### config.mk
export PLATFORM = sky130hd
export DESIGN_NAME = bet_core
export DESIGN_NICKNAME = d
export VERILOG_FILES = /design/src/pkg/bet_pkg.sv /design/src/core/bet_core.sv /design/src/core/bet_target.sv
export SDC_FILE = /design/constraint.sdc
export NUM_CORES = 1
export LEC_CHECK = 0
export BUFFER_PORTS_ARGS = -buffer_cell sky130_fd_sc_hd__buf_4
export CORE_AREA = 2 2 103 115
export CTS_BUF_LIST = sky130_fd_sc_hd__clkbuf_16
export DETAILED_ROUTE_END_ITERATION = 7
export DIE_AREA = 0 0 105 117
export GPL_TIMING_DRIVEN = 0
export MAX_ROUTING_LAYER = met4
export PLACE_DENSITY = 0.93
export SLEW_MARGIN = 0
export SYNTH_ARGS = -nofsm -noshare
export SYNTH_HDL_FRONTEND = slang
export SYNTH_SLANG_ARGS = --single-unit
### constraint.sdc
create_clock -name CLOCK_I -period 1.85 [get_ports CLOCK_I]
set_clock_uncertainty 0.2 [all_clocks]
set_input_delay 0.37 -clock CLOCK_I [delete_from_list [all_inputs] [get_ports CLOCK_I]]
set_output_delay 0.37 -clock CLOCK_I [all_outputs]
set_load 0.01 [all_outputs]
### src/pkg/bet_pkg.sv
/*
   bet_pkg: opcodes, access classes, byte counts, state counts and field
   widths shared by the branch and execution timing block.
   Assumes one core clock; one clock edge is one machine state.
*/
package bet_pkg;

   // -----------------------------------------------------------------
   // widths
   // -----------------------------------------------------------------
   localparam int PC_W    = 24;
   localparam int CNT_W   = 4;
   localparam int BYTES_W = 3;

   // -----------------------------------------------------------------
   // operations handed in by the decoder
   // -----------------------------------------------------------------
   typedef enum logic [4:0] {
      OP_NO_OPERATION              = 5'h00,
      OP_JUMP_ON_CARRY_SET         = 5'h01,
      OP_JUMP_ON_CARRY_CLEAR       = 5'h02,
      OP_JUMP_ON_EQUAL             = 5'h03,
      OP_JUMP_ON_UNEQUAL           = 5'h04,
      OP_JUMP_ON_GREATER_UNSIGNED  = 5'h05,
      OP_JUMP_ON_LESS_EQUAL_UNSIGNED = 5'h06,
      OP_JUMP_ON_LESS_SIGNED       = 5'h07,
      OP_JUMP_ON_LESS_EQUAL_SIGNED = 5'h08,
      OP_JUMP_ON_GREATER_SIGNED    = 5'h09,
      OP_JUMP_ON_GREATER_EQUAL_SIGNED = 5'h0A,
      OP_ABSOLUTE_PAGE_JUMP        = 5'h0B,
      OP_LONG_16BIT_JUMP           = 5'h0C,
      OP_SHORT_RELATIVE_JUMP       = 5'h0D,
      OP_ACCUM_POINTER_INDIRECT_JUMP = 5'h0E,
      OP_PUSH_DIRECT               = 5'h0F,
      OP_POP_DIRECT                = 5'h10,
      OP_EXCHANGE_WITH_ACCUM       = 5'h11,
      OP_WIDE_ACCESS_NOTE          = 5'h12
   } bet_op_t;

   // where a direct operand lands
   typedef enum logic [1:0] {
      ACC_MEMORY = 2'h0,
      ACC_PORT   = 2'h1,
      ACC_PERI   = 2'h2
   } bet_access_t;

   // -----------------------------------------------------------------
   // byte counts
   // -----------------------------------------------------------------
   localparam logic [BYTES_W-1:0] BYTES_ONE   = 3'h1;
   localparam logic [BYTES_W-1:0] BYTES_TWO   = 3'h2;
   localparam logic [BYTES_W-1:0] BYTES_THREE = 3'h3;

   // -----------------------------------------------------------------
   // base state counts
   // -----------------------------------------------------------------
   localparam logic [CNT_W-1:0] ST_NO_OP        = 4'h1;
   localparam logic [CNT_W-1:0] ST_CY_NOT_TAKEN = 4'h1;
   localparam logic [CNT_W-1:0] ST_CY_TAKEN     = 4'h4;
   localparam logic [CNT_W-1:0] ST_CMP_BIN_NT   = 4'h2;
   localparam logic [CNT_W-1:0] ST_CMP_BIN_TK   = 4'h5;
   localparam logic [CNT_W-1:0] ST_CMP_SRC_NT   = 4'h1;
   localparam logic [CNT_W-1:0] ST_CMP_SRC_TK   = 4'h4;
   localparam logic [CNT_W-1:0] ST_PAGE_JUMP    = 4'h3;
   localparam logic [CNT_W-1:0] ST_LONG_JUMP    = 4'h5;
   localparam logic [CNT_W-1:0] ST_SHORT_JUMP   = 4'h4;
   localparam logic [CNT_W-1:0] ST_IND_JUMP     = 4'h5;
   localparam logic [CNT_W-1:0] ST_PUSH_DIR     = 4'h2;
   localparam logic [CNT_W-1:0] ST_POP_DIR      = 4'h3;
   localparam logic [CNT_W-1:0] ST_EXCH_DIR     = 4'h3;
   localparam logic [CNT_W-1:0] ST_WIDE_BASE    = 4'h3;

   // -----------------------------------------------------------------
   // extra states
   // -----------------------------------------------------------------
   localparam logic [CNT_W-1:0] XS_STACK_PORT = 4'h1;
   localparam logic [CNT_W-1:0] XS_STACK_PERI = 4'h2;
   localparam logic [CNT_W-1:0] XS_EXCH_PORT  = 4'h2;
   localparam logic [CNT_W-1:0] XS_EXCH_PERI  = 4'h3;
   localparam logic [CNT_W-1:0] XS_WIDE_PORT  = 4'h3;
   localparam logic [CNT_W-1:0] XS_WIDE_PERI  = 4'h5;
   localparam logic [CNT_W-1:0] XS_ODD_DEST   = 4'h1;
   localparam logic [CNT_W-1:0] XS_PAGE_EXT   = 4'h2;
   localparam logic [CNT_W-1:0] XS_JUMP_EXT   = 4'h3;
   localparam logic [CNT_W-1:0] XS_NONE       = 4'h0;

   // -----------------------------------------------------------------
   // fixed fields
   // -----------------------------------------------------------------
   localparam logic [7:0]  IND_PAGE = 8'hFF;
   localparam int          PAGE_LSB_W = 11;
   localparam logic [PC_W-1:0] PC_STEP_TWO = 24'h00_0002;

endpackage

### src/core/bet_core.sv
/*
   bet_core: sequences branch instructions and direct push, pop and
   exchange accesses, holding the core busy for the documented states.
   Assumes the decoder presents one operation with START_I while BUSY_O
   is low, and that all inputs come from logic on CLOCK_I.
*/
// Notes on behaviour
// - direct push/pop: +1 state for a port, +2 for a peripheral.
// - direct exchange: +2 states for a port, +3 for a peripheral.
// - wide-access operation: +3 states for a port, +5 for a peripheral.
// - carry jumps: 2 bytes, 1 state not taken, 4 taken, both modes.
// - flag compare jumps: binary 3 bytes 2/5, source 2 bytes 1/4.
// - signed jumps use sign xor overflow, apart from unsigned ones.
// - taken conditional jump, internal execution, odd destination: +1.
// - unconditional jump, internal execution, odd destination: +1.
// - absolute page jump: +2 states when destination is external.
// - long, short, indirect jumps: +3 states to an external target.
// - long jump: 3 bytes, 5 states, operand loads program counter 15:0.
// - short jump: 2 bytes, 4 states, counter plus 2 plus displacement.
// - indirect jump: 1 byte, 5 states, page FFh, accumulator + pointer.
// - no-operation: 1 byte, 1 state, program counter plus one.
`timescale 1ns/1ns
module bet_core
(
   input  wire logic                      CLOCK_I,
   input  wire logic                      RST_N_I,
   input  wire logic                      START_I,
   input  wire bet_pkg::bet_op_t          OP_I,
   input  wire logic                      SRC_MODE_I,
   input  wire logic [bet_pkg::PC_W-1:0]  PC_I,
   input  wire logic [7:0]                REL_I,
   input  wire logic [15:0]               ADDR_I,
   input  wire logic [7:0]                ACC_I,
   input  wire logic [15:0]               DATA_POINTER_REG_I,
   input  wire logic                      CARRY_I,
   input  wire logic                      ZERO_I,
   input  wire logic                      NEG_I,
   input  wire logic                      OVF_I,
   input  wire logic                      INTERNAL_EXEC_I,
   input  wire logic                      EXT_DEST_I,
   input  wire bet_pkg::bet_access_t      ACCESS_I,
   output logic                           BUSY_O,
   output logic                           DONE_O,
   output logic                           TAKEN_O,
   output logic [bet_pkg::CNT_W-1:0]      STATES_O,
   output logic [bet_pkg::BYTES_W-1:0]    BYTES_O,
   output logic [bet_pkg::PC_W-1:0]       NEXT_PC_O
);

   // -----------------------------------------------------------------
   // reset release
   // -----------------------------------------------------------------
   logic rst_meta_reg;
   logic rst_n_reg;

   always_ff @(posedge CLOCK_I or negedge RST_N_I)
   begin
      if (!RST_N_I)
      begin
         rst_meta_reg <= 1'b0;
         rst_n_reg    <= 1'b0;
      end
      else
      begin
         rst_meta_reg <= 1'b1;
         rst_n_reg    <= rst_meta_reg;
      end
   end

   // -----------------------------------------------------------------
   // destination, length and condition
   // -----------------------------------------------------------------
   logic                          cond_jump;
   logic                          taken;
   logic [bet_pkg::BYTES_W-1:0]   bytes;
   logic [bet_pkg::PC_W-1:0]      next_pc;

   bet_target u_target
   (
      .op_i               (OP_I),
      .src_mode_i         (SRC_MODE_I),
      .pc_i               (PC_I),
      .rel_i              (REL_I),
      .addr_i             (ADDR_I),
      .acc_i              (ACC_I),
      .data_pointer_reg_i (DATA_POINTER_REG_I),
      .carry_i            (CARRY_I),
      .zero_i             (ZERO_I),
      .neg_i              (NEG_I),
      .ovf_i              (OVF_I),
      .cond_jump_o        (cond_jump),
      .taken_o            (taken),
      .bytes_o            (bytes),
      .next_pc_o          (next_pc)
   );

   // -----------------------------------------------------------------
   // state count
   // -----------------------------------------------------------------
   // picks the port or peripheral surcharge for a direct operand
   function automatic logic [bet_pkg::CNT_W-1:0] access_extra
   (
      input bet_pkg::bet_access_t    acc,
      input logic [bet_pkg::CNT_W-1:0] port_add,
      input logic [bet_pkg::CNT_W-1:0] peri_add
   );
      unique case (acc)
         bet_pkg::ACC_PORT: access_extra = port_add;
         bet_pkg::ACC_PERI: access_extra = peri_add;
         default:           access_extra = bet_pkg::XS_NONE;
      endcase
   endfunction

   logic [bet_pkg::CNT_W-1:0] base_states;
   logic [bet_pkg::CNT_W-1:0] extra_states;
   logic [bet_pkg::CNT_W-1:0] total_states;
   logic                      is_jump;
   logic                      odd_internal;

   // odd internal destination only costs during internal execution
   assign odd_internal = INTERNAL_EXEC_I & ~EXT_DEST_I & next_pc[0];

   always_comb
   begin
      is_jump = 1'b1;
      unique case (OP_I)
         bet_pkg::OP_NO_OPERATION:
         begin
            base_states = bet_pkg::ST_NO_OP;
            is_jump     = 1'b0;
         end
         bet_pkg::OP_JUMP_ON_CARRY_SET,
         bet_pkg::OP_JUMP_ON_CARRY_CLEAR:
            base_states = taken ? bet_pkg::ST_CY_TAKEN
                                : bet_pkg::ST_CY_NOT_TAKEN;
         bet_pkg::OP_ABSOLUTE_PAGE_JUMP:  base_states = bet_pkg::ST_PAGE_JUMP;
         bet_pkg::OP_LONG_16BIT_JUMP:     base_states = bet_pkg::ST_LONG_JUMP;
         bet_pkg::OP_SHORT_RELATIVE_JUMP: base_states = bet_pkg::ST_SHORT_JUMP;
         bet_pkg::OP_ACCUM_POINTER_INDIRECT_JUMP:
            base_states = bet_pkg::ST_IND_JUMP;
         bet_pkg::OP_PUSH_DIRECT:
         begin
            base_states = bet_pkg::ST_PUSH_DIR;
            is_jump     = 1'b0;
         end
         bet_pkg::OP_POP_DIRECT:
         begin
            base_states = bet_pkg::ST_POP_DIR;
            is_jump     = 1'b0;
         end
         bet_pkg::OP_EXCHANGE_WITH_ACCUM:
         begin
            base_states = bet_pkg::ST_EXCH_DIR;
            is_jump     = 1'b0;
         end
         bet_pkg::OP_WIDE_ACCESS_NOTE:
         begin
            base_states = bet_pkg::ST_WIDE_BASE;
            is_jump     = 1'b0;
         end
         default:
         begin
            // the flag compares; not-taken and taken counted apart
            if (SRC_MODE_I)
               base_states = taken ? bet_pkg::ST_CMP_SRC_TK
                                   : bet_pkg::ST_CMP_SRC_NT;
            else
               base_states = taken ? bet_pkg::ST_CMP_BIN_TK
                                   : bet_pkg::ST_CMP_BIN_NT;
         end
      endcase
   end

   always_comb
   begin
      extra_states = bet_pkg::XS_NONE;
      unique case (OP_I)
         bet_pkg::OP_PUSH_DIRECT,
         bet_pkg::OP_POP_DIRECT:
            extra_states = access_extra(ACCESS_I, bet_pkg::XS_STACK_PORT,
                                        bet_pkg::XS_STACK_PERI);
         bet_pkg::OP_EXCHANGE_WITH_ACCUM:
            extra_states = access_extra(ACCESS_I, bet_pkg::XS_EXCH_PORT,
                                        bet_pkg::XS_EXCH_PERI);
         bet_pkg::OP_WIDE_ACCESS_NOTE:
            extra_states = access_extra(ACCESS_I, bet_pkg::XS_WIDE_PORT,
                                        bet_pkg::XS_WIDE_PERI);
         bet_pkg::OP_ABSOLUTE_PAGE_JUMP:
         begin
            if (EXT_DEST_I)
               extra_states = bet_pkg::XS_PAGE_EXT;
            else if (odd_internal)
               extra_states = bet_pkg::XS_ODD_DEST;
         end
         bet_pkg::OP_LONG_16BIT_JUMP,
         bet_pkg::OP_SHORT_RELATIVE_JUMP,
         bet_pkg::OP_ACCUM_POINTER_INDIRECT_JUMP:
         begin
            if (EXT_DEST_I)
               extra_states = bet_pkg::XS_JUMP_EXT;
            else if (odd_internal)
               extra_states = bet_pkg::XS_ODD_DEST;
         end
         default:
         begin
            // only the taken path of a conditional jump pays
            if (cond_jump && taken && odd_internal)
               extra_states = bet_pkg::XS_ODD_DEST;
         end
      endcase
   end

   assign total_states = base_states + extra_states;

   // -----------------------------------------------------------------
   // sequencer
   // -----------------------------------------------------------------
   typedef enum logic [0:0] {
      SEQ_IDLE = 1'b0,
      SEQ_RUN  = 1'b1
   } bet_seq_t;

   bet_seq_t                  seq_reg;
   logic [bet_pkg::CNT_W-1:0] left_reg;
   logic                      done_reg;
   logic                      accept;

   // requests during a run are ignored; the decoder must wait on busy
   assign accept = (seq_reg == SEQ_IDLE) & START_I;
   assign BUSY_O = (seq_reg == SEQ_RUN);
   assign DONE_O = done_reg;

   always_ff @(posedge CLOCK_I or negedge rst_n_reg)
   begin
      if (!rst_n_reg)
      begin
         seq_reg  <= SEQ_IDLE;
         left_reg <= 4'h0;
         done_reg <= 1'b0;
      end
      else
      begin
         done_reg <= 1'b0;
         unique case (seq_reg)
            SEQ_IDLE:
            begin
               if (accept)
               begin
                  seq_reg  <= SEQ_RUN;
                  left_reg <= total_states;
               end
            end
            SEQ_RUN:
            begin
               left_reg <= left_reg - 4'h1;
               if (left_reg == 4'h1)
               begin
                  seq_reg  <= SEQ_IDLE;
                  done_reg <= 1'b1;
               end
            end
         endcase
      end
   end

   // results captured at acceptance, valid from then until next accept
   always_ff @(posedge CLOCK_I or negedge rst_n_reg)
   begin
      if (!rst_n_reg)
      begin
         TAKEN_O   <= 1'b0;
         STATES_O  <= 4'h0;
         BYTES_O   <= 3'h0;
         NEXT_PC_O <= 24'h00_0000;
      end
      else if (accept)
      begin
         TAKEN_O   <= taken | is_jump & ~cond_jump;
         STATES_O  <= total_states;
         BYTES_O   <= bytes;
         NEXT_PC_O <= next_pc;
      end
   end

   // -----------------------------------------------------------------
   // checks
   // -----------------------------------------------------------------
   logic [bet_pkg::CNT_W-1:0] elapsed_reg;

   always_ff @(posedge CLOCK_I or negedge rst_n_reg)
   begin
      if (!rst_n_reg)
         elapsed_reg <= 4'h0;
      else if (accept)
         elapsed_reg <= 4'h1;
      else if (BUSY_O)
         elapsed_reg <= elapsed_reg + 4'h1;
   end

   a_run_length: assert property (@(posedge CLOCK_I) disable iff (!rst_n_reg)
      DONE_O |-> $past(elapsed_reg) == STATES_O)
      else $error("run length differs from state count");

   a_stack_port: assert property (@(posedge CLOCK_I) disable iff (!rst_n_reg)
      accept && OP_I == bet_pkg::OP_POP_DIRECT && ACCESS_I == bet_pkg::ACC_PORT
      |=> STATES_O == 4'h4 ##4 DONE_O)
      else $error("port pop not four states");

   a_exch_peri: assert property (@(posedge CLOCK_I) disable iff (!rst_n_reg)
      accept && OP_I == bet_pkg::OP_EXCHANGE_WITH_ACCUM
      && ACCESS_I == bet_pkg::ACC_PERI |=> STATES_O == 4'h6)
      else $error("peripheral exchange not six states");

   a_wide_peri: assert property (@(posedge CLOCK_I) disable iff (!rst_n_reg)
      accept && OP_I == bet_pkg::OP_WIDE_ACCESS_NOTE
      && ACCESS_I == bet_pkg::ACC_PERI |=> STATES_O == 4'h8)
      else $error("peripheral wide access not base plus five");

   a_carry_nt: assert property (@(posedge CLOCK_I) disable iff (!rst_n_reg)
      accept && OP_I == bet_pkg::OP_JUMP_ON_CARRY_SET && !CARRY_I
      |=> BYTES_O == 3'h2 && STATES_O == 4'h1 ##1 DONE_O)
      else $error("carry jump not taken timing wrong");

   a_cmp_binary: assert property (@(posedge CLOCK_I) disable iff (!rst_n_reg)
      accept && OP_I == bet_pkg::OP_JUMP_ON_EQUAL && !SRC_MODE_I && !ZERO_I
      |=> BYTES_O == 3'h3 && STATES_O == 4'h2
      && NEXT_PC_O == $past(PC_I) + 24'h00_0003)
      else $error("binary compare jump not taken wrong");

   a_signed_lt: assert property (@(posedge CLOCK_I) disable iff (!rst_n_reg)
      accept && OP_I == bet_pkg::OP_JUMP_ON_LESS_SIGNED
      |=> TAKEN_O == ($past(NEG_I) != $past(OVF_I)))
      else $error("signed less test wrong");

   a_odd_taken: assert property (@(posedge CLOCK_I) disable iff (!rst_n_reg)
      accept && OP_I == bet_pkg::OP_JUMP_ON_CARRY_CLEAR && !CARRY_I
      && INTERNAL_EXEC_I && !EXT_DEST_I && next_pc[0]
      |=> STATES_O == 4'h5)
      else $error("odd destination surcharge missing");

   a_absolute_page_jump_ext: assert property (@(posedge CLOCK_I) disable iff (!rst_n_reg)
      accept && OP_I == bet_pkg::OP_ABSOLUTE_PAGE_JUMP && EXT_DEST_I
      |=> STATES_O == 4'h5)
      else $error("external page jump not five states");

   a_nop_step: assert property (@(posedge CLOCK_I) disable iff (!rst_n_reg)
      accept && OP_I == bet_pkg::OP_NO_OPERATION
      |=> !TAKEN_O && NEXT_PC_O == $past(PC_I) + 24'h00_0001
      && BUSY_O ##1 DONE_O && !BUSY_O)
      else $error("no-operation timing or step wrong");

endmodule

### src/core/bet_target.sv
/*
   bet_target: condition test, instruction length and destination address
   for one operation. Purely combinational.
   Assumes the operands are stable in the cycle they are sampled.
*/
`timescale 1ns/1ns
module bet_target
(
   input  wire bet_pkg::bet_op_t          op_i,
   input  wire logic                      src_mode_i,
   input  wire logic [bet_pkg::PC_W-1:0]  pc_i,
   input  wire logic [7:0]                rel_i,
   input  wire logic [15:0]               addr_i,
   input  wire logic [7:0]                acc_i,
   input  wire logic [15:0]               data_pointer_reg_i,
   input  wire logic                      carry_i,
   input  wire logic                      zero_i,
   input  wire logic                      neg_i,
   input  wire logic                      ovf_i,
   output logic                           cond_jump_o,
   output logic                           taken_o,
   output logic [bet_pkg::BYTES_W-1:0]    bytes_o,
   output logic [bet_pkg::PC_W-1:0]       next_pc_o
);

   logic [bet_pkg::PC_W-1:0] pc_adv;
   logic [bet_pkg::PC_W-1:0] rel_ext;
   logic [bet_pkg::PC_W-1:0] pc_two;
   logic                     signed_lt;

   // signed less-than follows sign xor overflow, not carry
   assign signed_lt = neg_i ^ ovf_i;
   assign rel_ext   = {{16{rel_i[7]}}, rel_i};
   assign pc_adv    = pc_i + {21'h00_0000, bytes_o};
   assign pc_two    = pc_i + bet_pkg::PC_STEP_TWO;

   always_comb
   begin
      cond_jump_o = 1'b1;
      taken_o     = 1'b0;
      unique case (op_i)
         bet_pkg::OP_JUMP_ON_CARRY_SET:         taken_o = carry_i;
         bet_pkg::OP_JUMP_ON_CARRY_CLEAR:       taken_o = ~carry_i;
         bet_pkg::OP_JUMP_ON_EQUAL:             taken_o = zero_i;
         bet_pkg::OP_JUMP_ON_UNEQUAL:           taken_o = ~zero_i;
         bet_pkg::OP_JUMP_ON_GREATER_UNSIGNED:  taken_o = ~carry_i & ~zero_i;
         bet_pkg::OP_JUMP_ON_LESS_EQUAL_UNSIGNED: taken_o = carry_i | zero_i;
         bet_pkg::OP_JUMP_ON_LESS_SIGNED:       taken_o = signed_lt;
         bet_pkg::OP_JUMP_ON_LESS_EQUAL_SIGNED: taken_o = signed_lt | zero_i;
         bet_pkg::OP_JUMP_ON_GREATER_SIGNED:    taken_o = ~signed_lt & ~zero_i;
         bet_pkg::OP_JUMP_ON_GREATER_EQUAL_SIGNED: taken_o = ~signed_lt;
         default:
         begin
            cond_jump_o = 1'b0;
            taken_o     = 1'b0;
         end
      endcase
   end

   always_comb
   begin
      unique case (op_i)
         bet_pkg::OP_JUMP_ON_CARRY_SET,
         bet_pkg::OP_JUMP_ON_CARRY_CLEAR:   bytes_o = bet_pkg::BYTES_TWO;
         bet_pkg::OP_NO_OPERATION,
         bet_pkg::OP_ACCUM_POINTER_INDIRECT_JUMP: bytes_o = bet_pkg::BYTES_ONE;
         bet_pkg::OP_LONG_16BIT_JUMP:       bytes_o = bet_pkg::BYTES_THREE;
         default:
         begin
            // flag compares are one byte shorter in source mode
            if (cond_jump_o)
               bytes_o = src_mode_i ? bet_pkg::BYTES_TWO
                                    : bet_pkg::BYTES_THREE;
            else
               bytes_o = bet_pkg::BYTES_TWO;
         end
      endcase
   end

   always_comb
   begin
      unique case (op_i)
         bet_pkg::OP_ABSOLUTE_PAGE_JUMP:
            next_pc_o = {pc_two[23:11], addr_i[10:0]};
         bet_pkg::OP_LONG_16BIT_JUMP:
            next_pc_o = {pc_adv[23:16], addr_i};
         bet_pkg::OP_SHORT_RELATIVE_JUMP:
            next_pc_o = pc_two + rel_ext;
         bet_pkg::OP_ACCUM_POINTER_INDIRECT_JUMP:
            next_pc_o = {bet_pkg::IND_PAGE,
                         {8'h00, acc_i} + data_pointer_reg_i};
         default:
            // advance first, displacement only when the test holds
            next_pc_o = taken_o ? pc_adv + rel_ext : pc_adv;
      endcase
   end

endmodule

# --- Yosys cells after proc, flatten, opt, wreduce, memory -nomap -nowiden ---
# Index checks and enable logic that the tools add are counted.
classes:
  shifts: 0
  n_mux: 27
  n_eq_ne: 22
  addsub: 7
  n_mul: 0
  order_cmp: 0
  div: 0
  n_bitwise: 16
  reduce_logical: 11
ops:
  columns: ["op", "n"]
  rows:
  - ["24-bit one-hot mux with 4 select lines", 1]
  - ["24-bit adder", 2]
  - ["5-bit by 4-bit == test with 1-bit output (second input constant)", 8]
  - ["24-bit by 2-bit adder with 24-bit output (second input constant)", 1]
  - ["24-bit by 3-bit adder with 24-bit output", 1]
  - ["24-bit two-way mux", 1]
  - ["5-bit by 3-bit == test with 1-bit output (second input constant)", 4]
  - ["4-bit one-hot mux with 5 select lines", 1]
  - ["3-bit one-hot mux with 6 select lines", 1]
  - ["8-bit by 16-bit adder with 16-bit output", 1]
  - ["5-bit == test (second input constant)", 3]
  - ["3-bit two-way mux", 4]
  - ["5-bit by 2-bit == test with 1-bit output (second input constant)", 2]
  - ["1-bit one-hot mux with 10 select lines", 1]
  - ["10-bit OR reduction", 1]
  - ["1-bit two-way mux", 9]
  - ["3-bit one-hot mux with 3 select lines", 1]
  - ["4-bit two-way mux", 2]
  - ["2-bit one-hot mux with 2 select lines", 2]
  - ["4-bit one-hot mux with 2 select lines", 1]
  - ["2-bit OR reduction", 4]
  - ["1-bit AND", 6]
  - ["1-bit NOT", 6]
  - ["3-bit one-hot mux with 2 select lines", 1]
  - ["other kinds (16)", 19]
totals:
  ramBits: 0
  in_bits: 89
  regBits: 40
  wordCells: 92
  out_inout_bits: 34
  latchBits: 0
  n_memories: 0
  rom_bits: 0

# --- Depth between registers and ports, before layout ---
depth:
  word_depth: 16
  depth_mapped: 26

# --- Cells and area by module ---
# From an unflattened synthesis, not the netlist that was laid out.
hier_totals:
  hier_cells: 824
  area_unflattened_um2: 6593.8
modules_own_cells:
  columns: ["module", "area_per_inst_um2", "seq_area_each_um2", "instances", "cells_each"]
  rows:
  - ["bet_target", 4576.9, 0.0, 1, 650]
  - ["bet_core", 2016.9, 1001.0, 1, 174]

# --- Least setup slack after synthesis ---
# OpenSTA, ideal clock, no wires.
synth_path:
  path_type: "input -> register"
  start: "input OP_I[0]"
  end: "register NEXT_PC_O[23] in the netlist's numbering"
  path_buffers: 2
  arrival_time_ps: 4643
  required_ps: 1519
  setup_ps: 131
  slack_ps: -3124
  cell_stages: 23
  cell_sequence: "buf_2 clkbuf_1 nor2b_1 a2111oi_0 a211oi_1 nor2_1 ha_1 inv_1 fa_1 nand3b_1 nor2_1 nand2_1 nor2_1 xnor2_1 inv_1 ha_1 and2_1 or4bb_1 o21ai_1 xor2_1 mux2i_1 a221oi_1 a21oi_2"
synth_via:
  elab_chain_cells: 9
synth_lines:
  columns: ["element", "line_no", "text"]
  rows:
  - ["from (decl)", "bet_core.sv:28", "input wire bet_pkg::bet_op_t OP_I,"]
  - ["5-bit by 2-bit == test with 1-bit output (tied with other cells)", "bet_target.sv:41", "unique case (op_i)"]
  - ["10-bit OR reduction (no source line)", null, null]
  - ["1-bit two-way mux", "bet_target.sv:41", null]
  - ["3-bit two-way mux", "bet_target.sv:71", "if (cond_jump_o)"]
  - ["3-bit one-hot mux with 3 select lines *", "bet_target.sv:62", "unique case (op_i)"]
  - ["via bytes, one bit", "bet_core.sv:75", "logic [bet_pkg::BYTES_W-1:0] bytes;"]
  - ["24-bit by 3-bit adder with 24-bit output *", "bet_target.sv:34", "assign pc_adv = pc_i + {21'h00_0000, bytes_o};"]
  - ["24-bit adder", "bet_target.sv:94", "next_pc_o = taken_o ? pc_adv + rel_ext : pc_adv;"]
  - ["24-bit two-way mux", "bet_target.sv:94", null]
  - ["24-bit one-hot mux with 4 select lines *", "bet_target.sv:82", "unique case (op_i)"]
  - ["to (signal assigned)", "bet_core.sv:281", "NEXT_PC_O <= next_pc;"]
  - ["to (decl)", "bet_core.sv:47", "output logic [bet_pkg::PC_W-1:0] NEXT_PC_O"]
# The timed path passes the listed nets; every way through them passes the cells marked *.
# A chain may end at the register's enable or synchronous reset.

# --- Worst setup path after layout ---
layout_path:
  start: "input OP_I[1]"
  end: "register NEXT_PC_O[14] in the netlist's numbering"
layout_via:
  elab_chain_cells: 9
layout_lines:
  columns: ["element", "line_no"]
  rows:
  - ["5-bit by 2-bit == test with 1-bit output (tied with other cells)", "bet_target.sv:41"]
  - ["10-bit OR reduction (no source line)", null]
  - ["1-bit two-way mux", "bet_target.sv:41"]
  - ["3-bit two-way mux", "bet_target.sv:71"]
  - ["3-bit one-hot mux with 3 select lines *", "bet_target.sv:62"]
  - ["via bytes, one bit", "bet_core.sv:75"]
  - ["24-bit by 3-bit adder with 24-bit output *", "bet_target.sv:34"]
  - ["24-bit adder", "bet_target.sv:94"]
  - ["24-bit two-way mux *", "bet_target.sv:94"]
  - ["24-bit one-hot mux with 4 select lines *", "bet_target.sv:82"]
# Marked as above.

==> results.py <==
metrics = {
    "outcome": {
        "status": "complete, but fails checks",
        "violations": "design-rule violations, negative setup slack",
    },
    "critical_path": {
        "endpoint_kind": "flop",
        "r2r_end": "NEXT_PC_O[11]",
        "worstSetupPathType": "primary input to flop",
        "rrSetupSlack_ns": -0.39,
        "crit_required_ns": 1.83,
        "start_kind": "primary input",
        "path_max_fanout": 6,
        "cp.arrival_ns": 4.92,
        "rr_worst_depth": 5,
        "r2r-start": "BUSY_O",
    },
    "grt": {
        "track_usage_pct": 41.4,
        "gr-total-overflow": 0,
        "use_met1_pct": 48.1,
        "antenna_found_initial": 1,
        "grt.busiest_layer": "met2",
        "grt_max_degree": 38,
        "grt_pass1_vias": 7454,
        "grt_pass1_wl_microns": 38600,
        "grt_use_met3_pct": 7.42,
        "met2_usage_pct": 67.4,
    },
    "pwr": {
        "cellPowerDensity_mw_per_mm2": 743,
        "vdd_drop_max_v": 0.000612,
        "internal-power_uw": 3820,
        "p_seq_share_pct": 23.5,
        "power.switching_uw": 3040,
        "p_comb_share_pct": 61.2,
        "cellLeakagePower_uw": 0.00396,
        "switching_share_pct": 44.3,
        "power_frac_clock_pct": 15.2,
    },
    "timing": {
        "setup_viol": 33,
        "relSlewSlack_pct": 32.0,
        "min_period_over_period_pct": 267,
        "rsz0062_at_grt": "true",
        "timing.fmax_mhz": 202,
        "tightest_slew_ns": 1.01,
        "hold_viol": 0,
        "setup_ws_ns": -3.09,
        "setup_tns_ns": -70.86,
        "report.final.slew_viol_count": 0,
        "period_minus_slack_ns": 4.94,
    },
    "synthesis": {
        "syn_area_sq_mm": 0.00637,
        "ys_seq_area_share_pct": 15.3,
        "ys_types": 79,
        "synth-main-ff-cell": "dfrtp_1",
        "ys.warnings.count": 0,
        "syn-num-nets": 1010,
        "synth_edf_count": 0,
        "avgSynthCellArea_sq_um": 7.49,
        "postSynthCellCount": 850,
        "ys_ff_latch": 39,
        "async_flop_share_pct": 100,
    },
    "floorplan": {
        "fp.dieH_microns": 117,
        "core_sq_mm": 0.0112,
        "die_w_microns": 105,
        "io_pins": 123,
        "dieArea_sq_mm": 0.0123,
        "initial_core_util_pct": 57.0,
        "num_rows": 41,
    },
    "job": {
        "cap_violations": 0,
    },
    "place": {
        "routabilityCongestion": 0.975,
        "dpl-instance-area_sq_mm": 0.00760,
        "port_buffers": 114,
        "dp_hpwl_microns": 17600,
    },
    "worst_hold_path": {
        "whs_path_depth": 3,
        "hp-class": "primary input to flop",
        "holdPathEnd": "NEXT_PC_O[1]",
        "hp-start": "ADDR_I[1]",
    },
    "clock_tree": {
        "clock_path_buffers": 2,
        "cts_buffers": 5,
        "clock_sinks": 39,
        "h-tree-depth": 2,
        "cts_tree": "done",
        "cts_root_buf": "clkbuf_16",
        "path_clk_slew_ns": 0.07,
        "insertion_delay_ns": 0.30,
    },
    "drt": {
        "drt-initial-drc-count": 1196,
        "final_antenna_net_count": 0,
        "wire_per_inst_microns": 24.3,
        "dr.pass1.iters": 8,
        "vias": 8330,
        "wl_microns": 28900,
        "drc": 1,
        "routed_via_density": 7.01,
    },
    "layout": {
        "final_area_sq_mm": 0.00924,
        "final_nets": 1196,
        "largest_register_ffs": 24,
        "area_growth_pct": 45.1,
        "drive_above_1_share_pct": 34.4,
        "fillers": 649,
    },
}
[repair_timing]
| item | in CTS | in global routing |
|---|---|---|
| gates resized for setup | 121 | 76 |
| hold buffers | 1 | 0 |
| gates cloned | 0 | 1 |
| setup endpoints to repair | 35 | 35 |
| endpoints found under the hold margin | 2 | 0 |
| setup buffers | 38 | 26 |
| pin swaps | 65 | 63 |
[worst max path at each step]
stage | start | to | slack (ns) | cells past startpoint
2_1_floorplan | OP_I[0] | NEXT_PC_O[23] | -2.77 | 23
3_3_place_gp | OP_I[3] | NEXT_PC_O[23] | -4.01 | 22
3_5_place_dp | OP_I[3] | NEXT_PC_O[23] | -4.09 | 22
4_1_cts | OP_I[0] | NEXT_PC_O[23] | -2.85 | 25
5_1_grt | OP_I[1] | NEXT_PC_O[14] | -3.20 | 25
6_report | OP_I[1] | NEXT_PC_O[14] | -3.09 | 25
[final cells by class]
cell class | instances | area [sq um] | share of cell area, %
antenna | 1 | 2.50 | 0.0271
tap | 150 | 188 | 2.03
multi-input combinational | 744 | 6040 | 65.4
clock inverter | 3 | 43.8 | 0.474
inverter | 34 | 135 | 1.46
clock buffer | 5 | 125 | 1.35
timing repair buffer | 179 | 1450 | 15.7
sequential | 39 | 978 | 10.6
buffer | 33 | 275 | 2.98
[power by group through the flow]
stage / Sequential, uW / Clock [uW] / Combinational, uW
final: 1610 / 1050 / 4200
after global routing: 1630 / 1060 / 4430
after CTS: 1580 / 1020 / 3650
after global placement: 1580 / 0 / 3250
after floorplan: 1650 / 0 / 1920
after detailed placement: 1580 / 0 / 3320
[cells by family (layout without fill, tap and decap cells)]
logic type / after synthesis / in the layout / synth area share [%]
AOI/OAI and AO/OA: 269 / 269 / 28.8
xor gates and xnor gates: 99 / 99 / 13.6
adders and majority gates: 71 / 71 / 14.5
buffers and inverters: 67 / 254 / 4.26
DFF: 39 / 39 / 15.3
muxes: 14 / 14 / 2.26
other: 2 / 3 / 0.118
and+or+nand+nor: 289 / 289 / 21.1
[synthesized netlist by cell type (10+ instances only)]
cell type | n | area (sq um)
a211oi_1 | 12 | 90.1
a21o_1 | 18 | 135
a21oi_1 | 69 | 345
a221oi_1 | 16 | 140
buf_2 | 10 | 50.1
clkbuf_1 | 19 | 71.3
dfrtp_1 | 39 | 976
ha_1 | 66 | 826
inv_1 | 34 | 128
mux2i_1 | 11 | 110
nand2_1 | 95 | 357
nand3_1 | 22 | 110
nand4_1 | 14 | 87.6
nor2_1 | 94 | 353
nor3_1 | 14 | 70.1
o211ai_1 | 12 | 90.1
o21a_1 | 10 | 75.1
o21ai_0 | 49 | 245
xnor2_1 | 52 | 455
xor2_1 | 47 | 412
[stage by stage]
step | setup slack (ns) | cells | utilization, % | hold WS [ns] | power [uW]
after CTS | -2.85 | 1161 | 76.8 | 0.151 | 6250
final | -3.09 | 1188 | 82.6 | 0.137 | 6860
after floorplan | -2.77 | 850 | - | -0.126 | 3580
after global placement | -4.01 | 1114 | 68.0 | -0.0469 | 4830
after detailed placement | -4.09 | 1114 | 68.0 | -0.0455 | 4900
after global routing | -3.20 | 1188 | 82.6 | 0.156 | 7120
[routing by layer]
| layer | vias up | share of wire [%] |
|---|---|---|
| met5 | - | 0 |
| met4 | 0 | 9.1 |
| met3 | 286 | 12 |
| met2 | 782 | 45 |
| met1 | 3771 | 34 |
| li1 | 3491 | - |
[cells in the final DEF, fill, tap and decap left out, types with 6 or more instances in the layout]
master and n:
inv_1 26, clkbuf_1 13, buf_4 163, o211ai_1 12
o21ai_0 30, o21ai_1 18, a21oi_1 52, a21oi_2 14
inv_2 6, a211oi_2 6, nor2_2 8, o21a_1 9
nor3_1 12, a31oi_1 7, o22ai_1 6, a21oi_4 6
xor2_1 41, nor2_4 9, ha_4 13, clkbuf_16 7
a21o_1 18, buf_12 7, ha_1 51, mux2i_1 11
nand3_1 16, o21ai_2 10, nor2b_1 6, xnor2_1 42
nand2_1 89, nand4_1 14, nor2_1 80, a221oi_1 11
and3_1 7, buf_6 13, dfrtp_1 37
[critical path: stages]
cell,delay [ns]
buf_12,0.11
buf_8,0.13
a2111oi_4,0.36
a211oi_2,0.10
nor2_2,0.26
ha_4,0.22
inv_2,0.05
fa_2,0.35
nand3b_1,0.23
buf_6,0.18
nor2_4,0.12
buf_6,0.14
xor2_4,0.21
ha_4,0.24
and3_4,0.19
buf_6,0.12
and2_4,0.16
a32oi_4,0.31
buf_4,0.18
nand2b_1,0.11
a21oi_2,0.16
xor2_1,0.25
a21oi_1,0.11
a21oi_1,0.17
nor2_1,0.07
No activity file was read; power rests on OpenSTA's default activity.
